**config.mk**
```make
export PLATFORM = sky130hd
export DESIGN_NAME = adcsel_top
export DESIGN_NICKNAME = d
export VERILOG_FILES = /design/src/adcsel_pkg.sv /design/src/adcsel_pin_cfg.sv /design/src/adcsel_scan_pick.sv /design/src/adcsel_top.sv
export SDC_FILE = /design/constraint.sdc
export NUM_CORES = 1
export LEC_CHECK = 0
export BUFFER_PORTS_ARGS = -buffer_cell sky130_fd_sc_hd__buf_4
export CORE_MARGIN = 2
export CORE_UTILIZATION = 50
export CTS_CLUSTER_DIAMETER = 200
export DETAILED_ROUTE_END_ITERATION = 6
export PLACE_DENSITY = 0.79
export REMOVE_ABC_BUFFERS = 1
export SLEW_MARGIN = 10
export SYNTH_ARGS = -nofsm -noshare
export SYNTH_HDL_FRONTEND = slang
export SYNTH_SLANG_ARGS = --single-unit
```
**constraint.sdc**
```tcl
create_clock -name CORE_CLK -period 2.4 [get_ports CORE_CLK]
set_clock_uncertainty 0.05 [all_clocks]
set_input_delay 0.36 -clock CORE_CLK [delete_from_list [all_inputs] [get_ports CORE_CLK]]
set_output_delay 0.36 -clock CORE_CLK [all_outputs]
set_load 0.02 [all_outputs]
```
**src/adcsel_pkg.sv**
```systemverilog
// Register map, field layout and reset values of the converter input selection block
package adcsel_pkg;

    // Sizes
    localparam int AN_COUNT = 13;
    localparam int ADDR_W   = 12;
    localparam int DATA_W   = 32;
    localparam int REG_W    = 16;
    localparam int SEL_W    = 5;
    localparam int IDX_W    = 4;
    localparam int STRB_W   = 4;

    // Byte offsets of the registers
    localparam logic [11:0] OFS_CHSEL  = 12'h000;
    localparam logic [11:0] OFS_SCAN   = 12'h004;
    localparam logic [11:0] OFS_PMODE  = 12'h008;
    localparam logic [11:0] OFS_STATUS = 12'h00c;

    // Channel select field positions
    localparam int CHSEL_POS_A_LSB = 0;
    localparam int CHSEL_NEG_A_BIT = 7;
    localparam int CHSEL_POS_B_LSB = 8;
    localparam int CHSEL_NEG_B_BIT = 15;

    // Implemented bits; all others ignore writes and read zero
    localparam logic [15:0] CHSEL_IMPL_MASK = 16'h9f9f;
    localparam logic [15:0] MASK13_IMPL     = 16'h1fff;

    // Reset values
    localparam logic [15:0] RST_CHSEL = 16'h0000;
    localparam logic [12:0] RST_MASK  = 13'h0000;

    // Positive select codes
    localparam logic [4:0] POS_CODE_MAX = 5'h0c;
    localparam logic [4:0] RSV_CODE_LO  = 5'h06;
    localparam logic [4:0] RSV_CODE_HI  = 5'h08;

    // Status register field positions
    localparam int STAT_PD_BIT      = 0;
    localparam int STAT_VALID_A_BIT = 1;
    localparam int STAT_VALID_B_BIT = 2;
    localparam int STAT_DIG_LSB     = 16;

endpackage

```
**src/adcsel_pin_cfg.sv**
```systemverilog
// Per-pin digital or analog mode decode for the shared analog pins
`timescale 1ns/1ps
module adcsel_pin_cfg #(
    parameter logic [12:0] AN_PRESENT = 13'h1fff
) (
    input  wire logic                              clk,
    input  wire logic                              rst_n,
    input  wire logic [adcsel_pkg::AN_COUNT-1:0]   pin_mode_bits,
    input  wire logic                              converter_power_down,
    output logic      [adcsel_pkg::AN_COUNT-1:0]   pin_digital,
    output logic      [adcsel_pkg::AN_COUNT-1:0]   digital_read_en,
    output logic      [adcsel_pkg::AN_COUNT-1:0]   mux_to_ground
);
    import adcsel_pkg::*;

    typedef struct packed {
        logic [AN_COUNT-1:0] dig;
        logic [AN_COUNT-1:0] rd_en;
        logic [AN_COUNT-1:0] gnd;
    } adcsel_pin_state_type;

    adcsel_pin_state_type s_r;
    adcsel_pin_state_type s_nxt;
    logic [AN_COUNT-1:0]  dig_w;
    logic [AN_COUNT-1:0]  gnd_w;

    // Decode of each pin
    for (genvar i = 0; i < AN_COUNT; i++) begin : g_pin
        if (AN_PRESENT[i]) begin : g_present
            // Powered-down converter forces digital mode
            assign dig_w[i] = converter_power_down | pin_mode_bits[i];
            // Ground the mux only while the converter runs and the pin is digital
            assign gnd_w[i] = ~converter_power_down & pin_mode_bits[i];
        end else begin : g_absent
            // No pin behind this bit: it steers nothing
            assign dig_w[i] = 1'b0;
            assign gnd_w[i] = 1'b0;
        end
    end

    // Next state
    always_comb begin
        s_nxt       = s_r;
        s_nxt.dig   = dig_w;
        s_nxt.rd_en = dig_w;
        s_nxt.gnd   = gnd_w;
    end

    // State register
    always_ff @(posedge clk) begin
        if (!rst_n) begin
            s_r <= '0;
        end else begin
            s_r <= s_nxt;
        end
    end

    assign pin_digital     = s_r.dig;
    assign digital_read_en = s_r.rd_en;
    assign mux_to_ground   = s_r.gnd;

endmodule

```
**src/adcsel_scan_pick.sv**
```systemverilog
// Scan step lookup: include flag and negative reference substitution
`timescale 1ns/1ps
module adcsel_scan_pick #(
    parameter logic [12:0] AN_PRESENT = 13'h1fff
) (
    input  wire logic                            clk,
    input  wire logic                            rst_n,
    input  wire logic [adcsel_pkg::AN_COUNT-1:0] scan_include_bits,
    input  wire logic [adcsel_pkg::IDX_W-1:0]    scan_index,
    output logic                                 scan_include,
    output logic                                 scan_use_neg_ref
);
    import adcsel_pkg::*;

    typedef struct packed {
        logic incl;
        logic neg_ref;
    } adcsel_scan_state_type;

    adcsel_scan_state_type s_r;
    adcsel_scan_state_type s_nxt;

    // Look up the step; absent inputs sample the negative reference
    always_comb begin
        s_nxt         = s_r;
        s_nxt.incl    = 1'b0;
        s_nxt.neg_ref = 1'b0;
        if (32'(scan_index) < AN_COUNT) begin
            s_nxt.incl    = scan_include_bits[scan_index];
            s_nxt.neg_ref = scan_include_bits[scan_index]
                          & ~AN_PRESENT[scan_index];
        end
    end

    // State register
    always_ff @(posedge clk) begin
        if (!rst_n) begin
            s_r <= '0;
        end else begin
            s_r <= s_nxt;
        end
    end

    assign scan_include     = s_r.incl;
    assign scan_use_neg_ref = s_r.neg_ref;

endmodule

```
**src/adcsel_top.sv**
```systemverilog
// Converter input selection registers with APB access and input routing outputs
`timescale 1ns/1ps
module adcsel_top #(
    parameter logic [12:0] AN_PRESENT = 13'h1fff,
    parameter bit          SMALL_PKG  = 1'b0
) (
    input  wire logic                              CORE_CLK,
    input  wire logic                              NRST,
    input  wire logic                              PSEL,
    input  wire logic                              PENABLE,
    input  wire logic                              PWRITE,
    input  wire logic [adcsel_pkg::ADDR_W-1:0]     PADDR,
    input  wire logic [adcsel_pkg::DATA_W-1:0]     PWDATA,
    input  wire logic [adcsel_pkg::STRB_W-1:0]     PSTRB,
    output logic      [adcsel_pkg::DATA_W-1:0]     PRDATA,
    output logic                                   PREADY,
    output logic                                   PSLVERR,
    input  wire logic                              CONVERTER_POWER_DOWN,
    input  wire logic                              SAMPLE_SLOT_B,
    input  wire logic [adcsel_pkg::IDX_W-1:0]      SCAN_INDEX,
    output logic      [adcsel_pkg::SEL_W-1:0]      CH0_POS_SEL,
    output logic                                   CH0_POS_VALID,
    output logic                                   CH0_NEG_IS_AN1,
    output logic                                   SCAN_INCLUDE,
    output logic                                   SCAN_USE_NEG_REF,
    output logic      [adcsel_pkg::AN_COUNT-1:0]   PIN_DIGITAL,
    output logic      [adcsel_pkg::AN_COUNT-1:0]   DIGITAL_READ_EN,
    output logic      [adcsel_pkg::AN_COUNT-1:0]   MUX_TO_GROUND
);
    import adcsel_pkg::*;

    // Elaboration checks
    if (SMALL_PKG && (AN_PRESENT[8:6] != 3'b000)) begin : g_chk_pkg
        $error("Small package cannot provide analog inputs 6 to 8");
    end
    if (AN_PRESENT == 13'h0000) begin : g_chk_present
        $error("At least one analog input must be present");
    end
    // Each mask register keeps one bit per input in 16 bits
    if (AN_COUNT > REG_W) begin : g_chk_width
        $error("Analog input count exceeds the register width");
    end
    // The pin copy in the status word must fit the data bus
    if (STAT_DIG_LSB + AN_COUNT > DATA_W) begin : g_chk_status
        $error("Status pin field does not fit the data bus");
    end
    // Valid flags must sit below the pin copy
    if ((STAT_VALID_A_BIT >= STAT_DIG_LSB) || (STAT_VALID_B_BIT >= STAT_DIG_LSB)) begin : g_chk_flags
        $error("Status flags overlap the pin field");
    end
    // The highest select code must name the last analog input
    if (int'(POS_CODE_MAX) != AN_COUNT - 1) begin : g_chk_code
        $error("Select code range does not match the input count");
    end
    // The scan index must be able to name every input
    if ((1 << IDX_W) < AN_COUNT) begin : g_chk_index
        $error("Scan index too narrow for the input count");
    end
    // Reserved codes must lie inside the usable code range
    if ((RSV_CODE_LO > RSV_CODE_HI) || (RSV_CODE_HI > POS_CODE_MAX)) begin : g_chk_rsv
        $error("Reserved code range lies outside the select codes");
    end
    // Two byte lanes carry each 16-bit register
    if ((STRB_W * 8 != DATA_W) || (REG_W != 16)) begin : g_chk_lanes
        $error("Byte lane layout does not match the register width");
    end
    // Every input keeps a writable mask bit
    if (MASK13_IMPL != 16'((1 << AN_COUNT) - 1)) begin : g_chk_mask
        $error("Implemented mask bits do not cover every input");
    end
    // Registers must come out of reset cleared
    if ((RST_CHSEL != 16'h0000) || (RST_MASK != 13'h0000)) begin : g_chk_rst
        $error("Register reset values must be zero");
    end
    // Select fields and negative bits must not overlap
    if ((CHSEL_POS_A_LSB + SEL_W > CHSEL_NEG_A_BIT) ||
        (CHSEL_POS_B_LSB + SEL_W > CHSEL_NEG_B_BIT)) begin : g_chk_fields
        $error("Channel select fields overlap");
    end
    // Registers sit on aligned words of the bus
    if ((OFS_CHSEL[1:0] | OFS_SCAN[1:0] | OFS_PMODE[1:0] | OFS_STATUS[1:0])
        != 2'b00) begin : g_chk_align
        $error("Register offsets must be word aligned");
    end
    // Offsets are decoded on the full 12-bit address
    if (ADDR_W != 12) begin : g_chk_addr
        $error("Address width must be 12 bits");
    end

    typedef struct packed {
        logic [REG_W-1:0]    chsel;
        logic [AN_COUNT-1:0] scan;
        logic [AN_COUNT-1:0] pmode;
        logic [DATA_W-1:0]   prdata;
        logic                pready;
        logic                pslverr;
        logic [SEL_W-1:0]    pos_sel;
        logic                pos_valid;
        logic                neg_an1;
    } adcsel_top_state_type;

    // Registered state and its next value
    adcsel_top_state_type s_r;
    adcsel_top_state_type s_nxt;

    // Registered results of the pin decode and the scan lookup
    logic [AN_COUNT-1:0] pin_dig_w;
    logic [AN_COUNT-1:0] rd_en_w;
    logic [AN_COUNT-1:0] gnd_w;
    logic                incl_w;
    logic                neg_ref_w;

    // A positive code is usable when in range and not reserved for the package
    function automatic logic pos_code_ok(input logic [SEL_W-1:0] code);
        logic ok;
        ok = (code <= POS_CODE_MAX);
        if (SMALL_PKG && (code >= RSV_CODE_LO) && (code <= RSV_CODE_HI)) begin
            ok = 1'b0;
        end
        return ok;
    endfunction

    // Merge byte lanes 0 and 1 of a write into a 16-bit register
    function automatic logic [REG_W-1:0] lane_merge(input logic [REG_W-1:0] old_v,
                                                    input logic [DATA_W-1:0] wdata,
                                                    input logic [STRB_W-1:0] strb);
        logic [REG_W-1:0] v;
        v = old_v;
        if (strb[0]) begin
            v[7:0] = wdata[7:0];
        end
        if (strb[1]) begin
            v[15:8] = wdata[15:8];
        end
        return v;
    endfunction

    // Register read value by address
    function automatic logic [DATA_W-1:0] read_mux(input adcsel_top_state_type st,
                                                   input logic [ADDR_W-1:0] addr,
                                                   input logic [AN_COUNT-1:0] dig);
        logic [DATA_W-1:0] d;
        d = '0;
        case (addr)
            OFS_CHSEL: begin
                d[REG_W-1:0] = st.chsel & CHSEL_IMPL_MASK;
            end
            OFS_SCAN: begin
                d[AN_COUNT-1:0] = st.scan;
            end
            OFS_PMODE: begin
                d[AN_COUNT-1:0] = st.pmode;
            end
            OFS_STATUS: begin
                d[STAT_PD_BIT]      = CONVERTER_POWER_DOWN;
                d[STAT_VALID_A_BIT] = pos_code_ok(st.chsel[CHSEL_POS_A_LSB +: SEL_W]);
                d[STAT_VALID_B_BIT] = pos_code_ok(st.chsel[CHSEL_POS_B_LSB +: SEL_W]);
                d[STAT_DIG_LSB +: AN_COUNT] = dig;
            end
            default: begin
                d = '0;
            end
        endcase
        return d;
    endfunction

    // Address decode of the mapped registers
    function automatic logic addr_hit(input logic [ADDR_W-1:0] addr);
        logic h;
        case (addr)
            OFS_CHSEL, OFS_SCAN, OFS_PMODE, OFS_STATUS: begin
                h = 1'b1;
            end
            default: begin
                h = 1'b0;
            end
        endcase
        return h;
    endfunction

    // Bus slave, register writes and slot routing
    always_comb begin
        logic             setup;
        logic             access;
        logic [SEL_W-1:0] code;
        logic [REG_W-1:0] wv;
        // Phase of the transfer; the access completes while ready stands
        setup  = PSEL & ~PENABLE;
        access = PSEL & PENABLE & s_r.pready;
        code   = '0;
        wv     = '0;

        // Ready and error stand for one cycle, then drop
        s_nxt  = s_r;
        s_nxt.pready  = 1'b0;
        s_nxt.pslverr = 1'b0;

        // Setup cycle: prepare answer for the access phase
        if (setup) begin
            s_nxt.pready  = 1'b1;
            s_nxt.pslverr = ~addr_hit(PADDR);
            s_nxt.prdata  = PWRITE ? '0 : read_mux(s_r, PADDR, pin_dig_w);
        end else if (access) begin
            s_nxt.prdata = '0;
        end

        // Access phase: writes take effect at its completing edge
        if (access && PWRITE && !s_r.pslverr) begin
            case (PADDR)
                OFS_CHSEL: begin
                    s_nxt.chsel = lane_merge(s_r.chsel, PWDATA, PSTRB) & CHSEL_IMPL_MASK;
                end
                OFS_SCAN: begin
                    wv = lane_merge({3'b000, s_r.scan}, PWDATA, PSTRB);
                    s_nxt.scan = wv[AN_COUNT-1:0];
                end
                OFS_PMODE: begin
                    wv = lane_merge({3'b000, s_r.pmode}, PWDATA, PSTRB);
                    s_nxt.pmode = wv[AN_COUNT-1:0];
                end
                default: begin
                    s_nxt.chsel = s_r.chsel;
                end
            endcase
        end

        // Route the channel 0 inputs of the active sample slot
        if (SAMPLE_SLOT_B) begin
            code          = s_r.chsel[CHSEL_POS_B_LSB +: SEL_W];
            s_nxt.neg_an1 = s_r.chsel[CHSEL_NEG_B_BIT];
        end else begin
            code          = s_r.chsel[CHSEL_POS_A_LSB +: SEL_W];
            s_nxt.neg_an1 = s_r.chsel[CHSEL_NEG_A_BIT];
        end
        // Code is passed on as stored; only the valid flag marks reserved codes
        s_nxt.pos_sel   = code;
        s_nxt.pos_valid = pos_code_ok(code);
    end

    // State register
    always_ff @(posedge CORE_CLK) begin
        if (!NRST) begin
            // Clear all, then load each register's reset value
            s_r           <= '0;
            s_r.chsel     <= RST_CHSEL;
            s_r.scan      <= RST_MASK;
            s_r.pmode     <= RST_MASK;
        end else begin
            s_r <= s_nxt;
        end
    end

    // Pin mode decode
    adcsel_pin_cfg #(
        .AN_PRESENT (AN_PRESENT)
    ) u_pin_cfg (
        .clk                  (CORE_CLK),
        .rst_n                (NRST),
        .pin_mode_bits        (s_r.pmode),
        .converter_power_down (CONVERTER_POWER_DOWN),
        .pin_digital          (pin_dig_w),
        .digital_read_en      (rd_en_w),
        .mux_to_ground        (gnd_w)
    );

    // Scan step lookup
    adcsel_scan_pick #(
        .AN_PRESENT (AN_PRESENT)
    ) u_scan_pick (
        .clk               (CORE_CLK),
        .rst_n             (NRST),
        .scan_include_bits (s_r.scan),
        .scan_index        (SCAN_INDEX),
        .scan_include      (incl_w),
        .scan_use_neg_ref  (neg_ref_w)
    );

    // Outputs, all from flip-flops
    assign PRDATA           = s_r.prdata;
    assign PREADY           = s_r.pready;
    assign PSLVERR          = s_r.pslverr;
    assign CH0_POS_SEL      = s_r.pos_sel;
    assign CH0_POS_VALID    = s_r.pos_valid;
    assign CH0_NEG_IS_AN1   = s_r.neg_an1;
    assign SCAN_INCLUDE     = incl_w;
    assign SCAN_USE_NEG_REF = neg_ref_w;
    assign PIN_DIGITAL      = pin_dig_w;
    assign DIGITAL_READ_EN  = rd_en_w;
    assign MUX_TO_GROUND    = gnd_w;

endmodule

```
== Yosys cells after proc, flatten, opt, wreduce, memory -nomap -nowiden ==
Memories as Yosys holds them, arrays and structs flattened.
Index checks and enable logic that the tools add are counted.
W data, S select, Z words.
Word-level totals
  register bits after elaboration: 107
  bits in latches: 0
  RAM bits: 0
  bits in read-only memories: 16
  input port bits: 59
  output and inout port bits: 82
  logic and storage cells: 88
  memories kept: 1
Cells by class
  add/sub/neg operators: 0
  $mul: 0
  div/mod/pow operators: 0
  order comparisons: 5
  equality and inequality tests: 3
  shift operators: 0
  muxes and demuxes: 15
  bitwise gates (word level): 34
  reduce and logical (&&, ||, !) cells: 14
Memories
  (name not given): depth 16, bits a word 1, read ports 1, clocked after memory_dff 0, wr ports 0, line adcsel_scan_pick.sv:31  | & ~AN_PRESENT[scan_index];
Operators by type and width (count)
  $mux W32: 2
  $pmux W10 S3: 1
  $mux W29: 1
  $eq A12 B4 Y1 const B: 2
  $reduce_and A3 Y1: 6
  $and A1 B1 Y1: 17
  $le A5 B4 Y1 const B: 3
  $mux W13: 1
  $or A1 B1 Y1: 13
  $eq A12 B3 Y1 const B: 1
  $logic_not A12 Y1: 1
  $pmux W3 S4: 1
  $lt A4 B5 Y1 const B: 1
  $mux W1: 5
  $mux W5: 1
  $bmux W1 S4: 1
  $lt A4 B4 Y1 const B: 1
  $not A1 Y1: 4
  $reduce_and A2 Y1: 2
  $reduce_or A4 Y1: 1
  $mux W3: 1
  $logic_and A1 B1 Y1: 2
  $mux W2: 1
  $reduce_bool A2 Y1: 1
  $logic_not A1 Y1: 1

== Depth between registers and ports, before layout ==
  depth in word-level cells: 6
  depth in mapped cells: 6
  depth with buffers taken out: 4

== By module ==
From an unflattened synthesis, not the netlist that was laid out.
Second synthesis, totals
  cells, all modules: 422
  area, all modules: 4450.5 sq um
By module, submodules not included
  adcsel_top: instances 1, cells an instance 334, area each 3412.0 sq um, seq. area each 1481.4 sq um
  adcsel_pin_cfg: instances 1, cells an instance 69, area each 859.6 sq um, seq. area each 520.5 sq um
  adcsel_scan_pick: instances 1, cells an instance 19, area each 178.9 sq um, seq. area each 20.0 sq um

== Worst setup path after synthesis ==
OpenSTA, ideal clock, no wires.
  path type: input-to-reg
  start point: in PADDR[1] in the netlist's numbering
  end point: reg s_r[41] in the netlist's numbering
  setup time: 0.072 ns
  arrival: 1.757 ns
  required time: 2.278 ns
  setup slack: 0.521 ns
  cell stages on the path: 4
  buffers on the path: 1
  cell sequence: or4_4 > buf_6 > nor4_4 > mux2i_1
Between the ends
  longest elaborated chain between the ends: 2
RTL lines
  start: declaration: line adcsel_top.sv:12  | input wire logic [adcsel_pkg::ADDR_W-1:0] PADDR,
  $eq A12 B4 Y1: line adcsel_top.sv:209  | case (PADDR)
  $reduce_and A3 Y1 (no source line)
  end signal: assignment: line adcsel_top.sv:249  | s_r <= s_nxt;
  end: declaration: line adcsel_top.sv:103  | adcsel_top_state_type s_r;
Every way passes these cells.
A chain may end at the register's enable or synchronous reset.

== Worst setup path in the final report ==
  start point: in PADDR[9] in the netlist's numbering
  end point: reg s_r[76] in the netlist's numbering
Between the ends
  longest elaborated chain between the ends: 2
RTL lines (line)
  $logic_not A12 Y1: adcsel_top.sv:209
  $reduce_and A3 Y1 (no source line)
Every way passes these cells.

==> flow_metrics.env <==
export IMPL_drtAntennaViolNets=0
export IMPL_gp_congestion=0.837
export IMPL_hold_slack_ns=0.206
export IMPL_hold_start="PWDATA[15]"
export IMPL_seq_area_frac_synth_pct=47.2
export IMPL_core_area_sq_um=8260
export IMPL_finalWirelength_um=9700
export IMPL_hold_viol_final=0
export IMPL_maxSlewViolCount=0
export IMPL_yosys_cell_count_top_type="dfxtp_1"
export IMPL_clock_path_buffers=2
export IMPL_synth_top_area_share_pct=47.2
export IMPL_diodes=0
export IMPL_r2r_cells=4
export IMPL_path_clk_slew_ns=0.08
export IMPL_dieHeight_um=96.5
export IMPL_grt_ovfl_total=0
export IMPL_wire_per_inst_um=16.6
export IMPL_vias_per_cell=5.27
export IMPL_grt_max_degree=73
export IMPL_powerDensity_nw_per_um2=615
export IMPL_synth_cell_area_sq_um=4280
export IMPL_synth_seq_cells=101
export IMPL_dp_slack_ns=0.263
export IMPL_worst_ep_required_time_ns=2.64
export IMPL_run_status="finished clean"
export IMPL_rrSetupSlack_ns=0.65
export IMPL_syn_avg_cell_area_sq_um=10.5
export IMPL_layout_drive_gt1_share_pct=32.9
export IMPL_synth_edf_count=0
export IMPL_vias=3083
export IMPL_slew_headroom_pct=54.8
export IMPL_synthTopCellsByArea="dfxtp_1, mux2i_1, buf_4"
export IMPL_async_reset_ff_share_pct=0
export IMPL_crit_type="primary input to flip-flop"
export IMPL_rows=33
export IMPL_grt_use_total_pct=21.6
export IMPL_die_width_um=96.5
export IMPL_io_pins=141
export IMPL_final_core_util_pct=62.0
export IMPL_r2r_start="PREADY$_SDFF_PN0_"
export IMPL_clock_latency_ns=0.37
export IMPL_cp_arrival_ns=2.00
export IMPL_cts_resized=0
export IMPL_ys_top_cells_by_count="dfxtp_1, nand2_1, mux2i_1"
export IMPL_hpwl_um=6930
export IMPL_start_util_pct=51.8
export IMPL_drv_cap=0
export IMPL_synth_top_cell_by_area="dfxtp_1"
export IMPL_port_buffers=114
export IMPL_cts_root_buf="clkbuf_8"
export IMPL_hp_class="primary input to flip-flop"
export IMPL_drc=0
export IMPL_critPathLaunchType="primary input"
export IMPL_synthFlopType="dfxtp_1"
export IMPL_cts_sinks=101
export IMPL_setup_violations_final=0
export IMPL_tightest_slew_ns=0.678
export IMPL_path_max_fanout=6
export IMPL_antenna_found_initial=0
export IMPL_period_minus_slack_ns=1.76
export IMPL_holdBufCountCts=0
export IMPL_crit_path_end_kind="flip-flop"
export IMPL_htreeDepth=3
export IMPL_area_growth_pct=19.6
export IMPL_synth_cells=406
export IMPL_post_route_cell_area_sq_um=5120
export IMPL_rsz0062_at_grt="no"
export IMPL_p_leak_uw=0.00216
export IMPL_dieArea_sq_um=9320
export IMPL_drt_iter0_drc=137
export IMPL_timing_final_ws_setup_ns=0.644
export IMPL_period_share_pct=73.2
export IMPL_cts_buffers_inserted=9
export IMPL_placed_area_sq_um=4900
export IMPL_setup_tns_ns=0
export IMPL_finalNetCount=534
export IMPL_setup_worst_path_start="PADDR[9]"
export IMPL_yosysWarnings=0
export IMPL_cts_setup_buffers=0
export IMPL_holdPathStages=3
export IMPL_cts_tree="yes"
export IMPL_max_vdd_ir_drop_uv=279
export IMPL_max_freq_mhz=570
export IMPL_first_global_vias=2947
export IMPL_drtPass1Iterations=4
export IMPL_ys_types=37
export IMPL_grt_first_pass_wirelength_um=15000
==> kinds of logic (layout without fill, tap and decap cells) <==
kind of cell / count (synthesis) / count (layout) / synth area share (%)
other: 1 / 6 / 0.0876
multiplexers: 59 / 59 / 15.6
AO/OA/AOI/OAI: 56 / 56 / 10.1
AND/OR/NAND/NOR: 116 / 116 / 15.9
buffers and inverters: 73 / 142 / 11.1
flip-flops: 101 / 101 / 47.2
==> flip-flops by register name (all words and copies together), names as in the netlist <==
name                      cells
PRDATA                       27
u_pin_cfg.pin_digital        13
CH0_POS_SEL                   5
s_r                          38
CH0_POS_VALID                 1
PREADY                        1
CH0_NEG_IS_AN1                1
PSLVERR                       1
u_pin_cfg.mux_to_ground      13
u_scan_pick.scan_include      1
==> final cells by class <==
class	instances	area (sq um)
Fill cell	695	3140
Sequential cell	101	2020
Multi-Input combinational cell	237	1800
Timing Repair Buffer	125	938
Clock buffer	11	141
Tap cell	105	131
Clock inverter	5	82.6
Inverter	1	3.75
==> where the power goes <==
group	switching, uW	internal (uW)
Clock	577	620
Sequential	10.0	1690
Combinational	148	106
Total	735	2420
==> placed cells by master (no fill, tap or decap), types with 2 or more instances in the layout <==
cell       count
nor4_4         6
and4_1         2
nand3b_1       2
o21a_1        13
nand2b_1       2
clkbuf_8      10
nor3_1         2
or2_2          2
and2_1        15
buf_4        125
mux2i_1       53
and3_1         2
mux4_2         6
a31oi_1        2
a22o_1        28
conb_1         6
nor2b_1       11
dfxtp_1      101
o21ai_0       10
bufinv_16      2
nand2_1       62
==> final timing paths <==
| kind | endpoint |
|---|---|
| worst min register to register | PRDATA[15]$_SDFFE_PN0P_ |
| worst max register to register | s_r[76]$_SDFFE_PN0P_ |
| worst min-delay path | s_r[82]$_SDFFE_PN0P_ |
| worst max-delay path | s_r[76]$_SDFFE_PN0P_ |
==> through the flow <==
step | std cells | power [uW]
floorplan | 339 | 1840
CTS | 585 | 3170
detailed placement | 569 | 1990
global placement | 569 | 1990
global route | 585 | 3260
finish | 585 | 3150
==> layer usage <==
metal | track usage (%) | vias up | routed length (um)
met3 | 4.73 | 19 | 619
met1 | 28.2 | 1462 | 4280
met5 | 0 | - | 0
met2 | 33.9 | 112 | 4540
met4 | 10.4 | 0 | 256
li1 | - | 1490 | -
==> critical path: stages <==
cell     delay (ns)
buf_4          0.11
nor4_2         0.37
nand3_1        0.30
nor4_4         0.60
mux2i_1        0.25
Note: power is estimated with default switching activity, not from simulation.
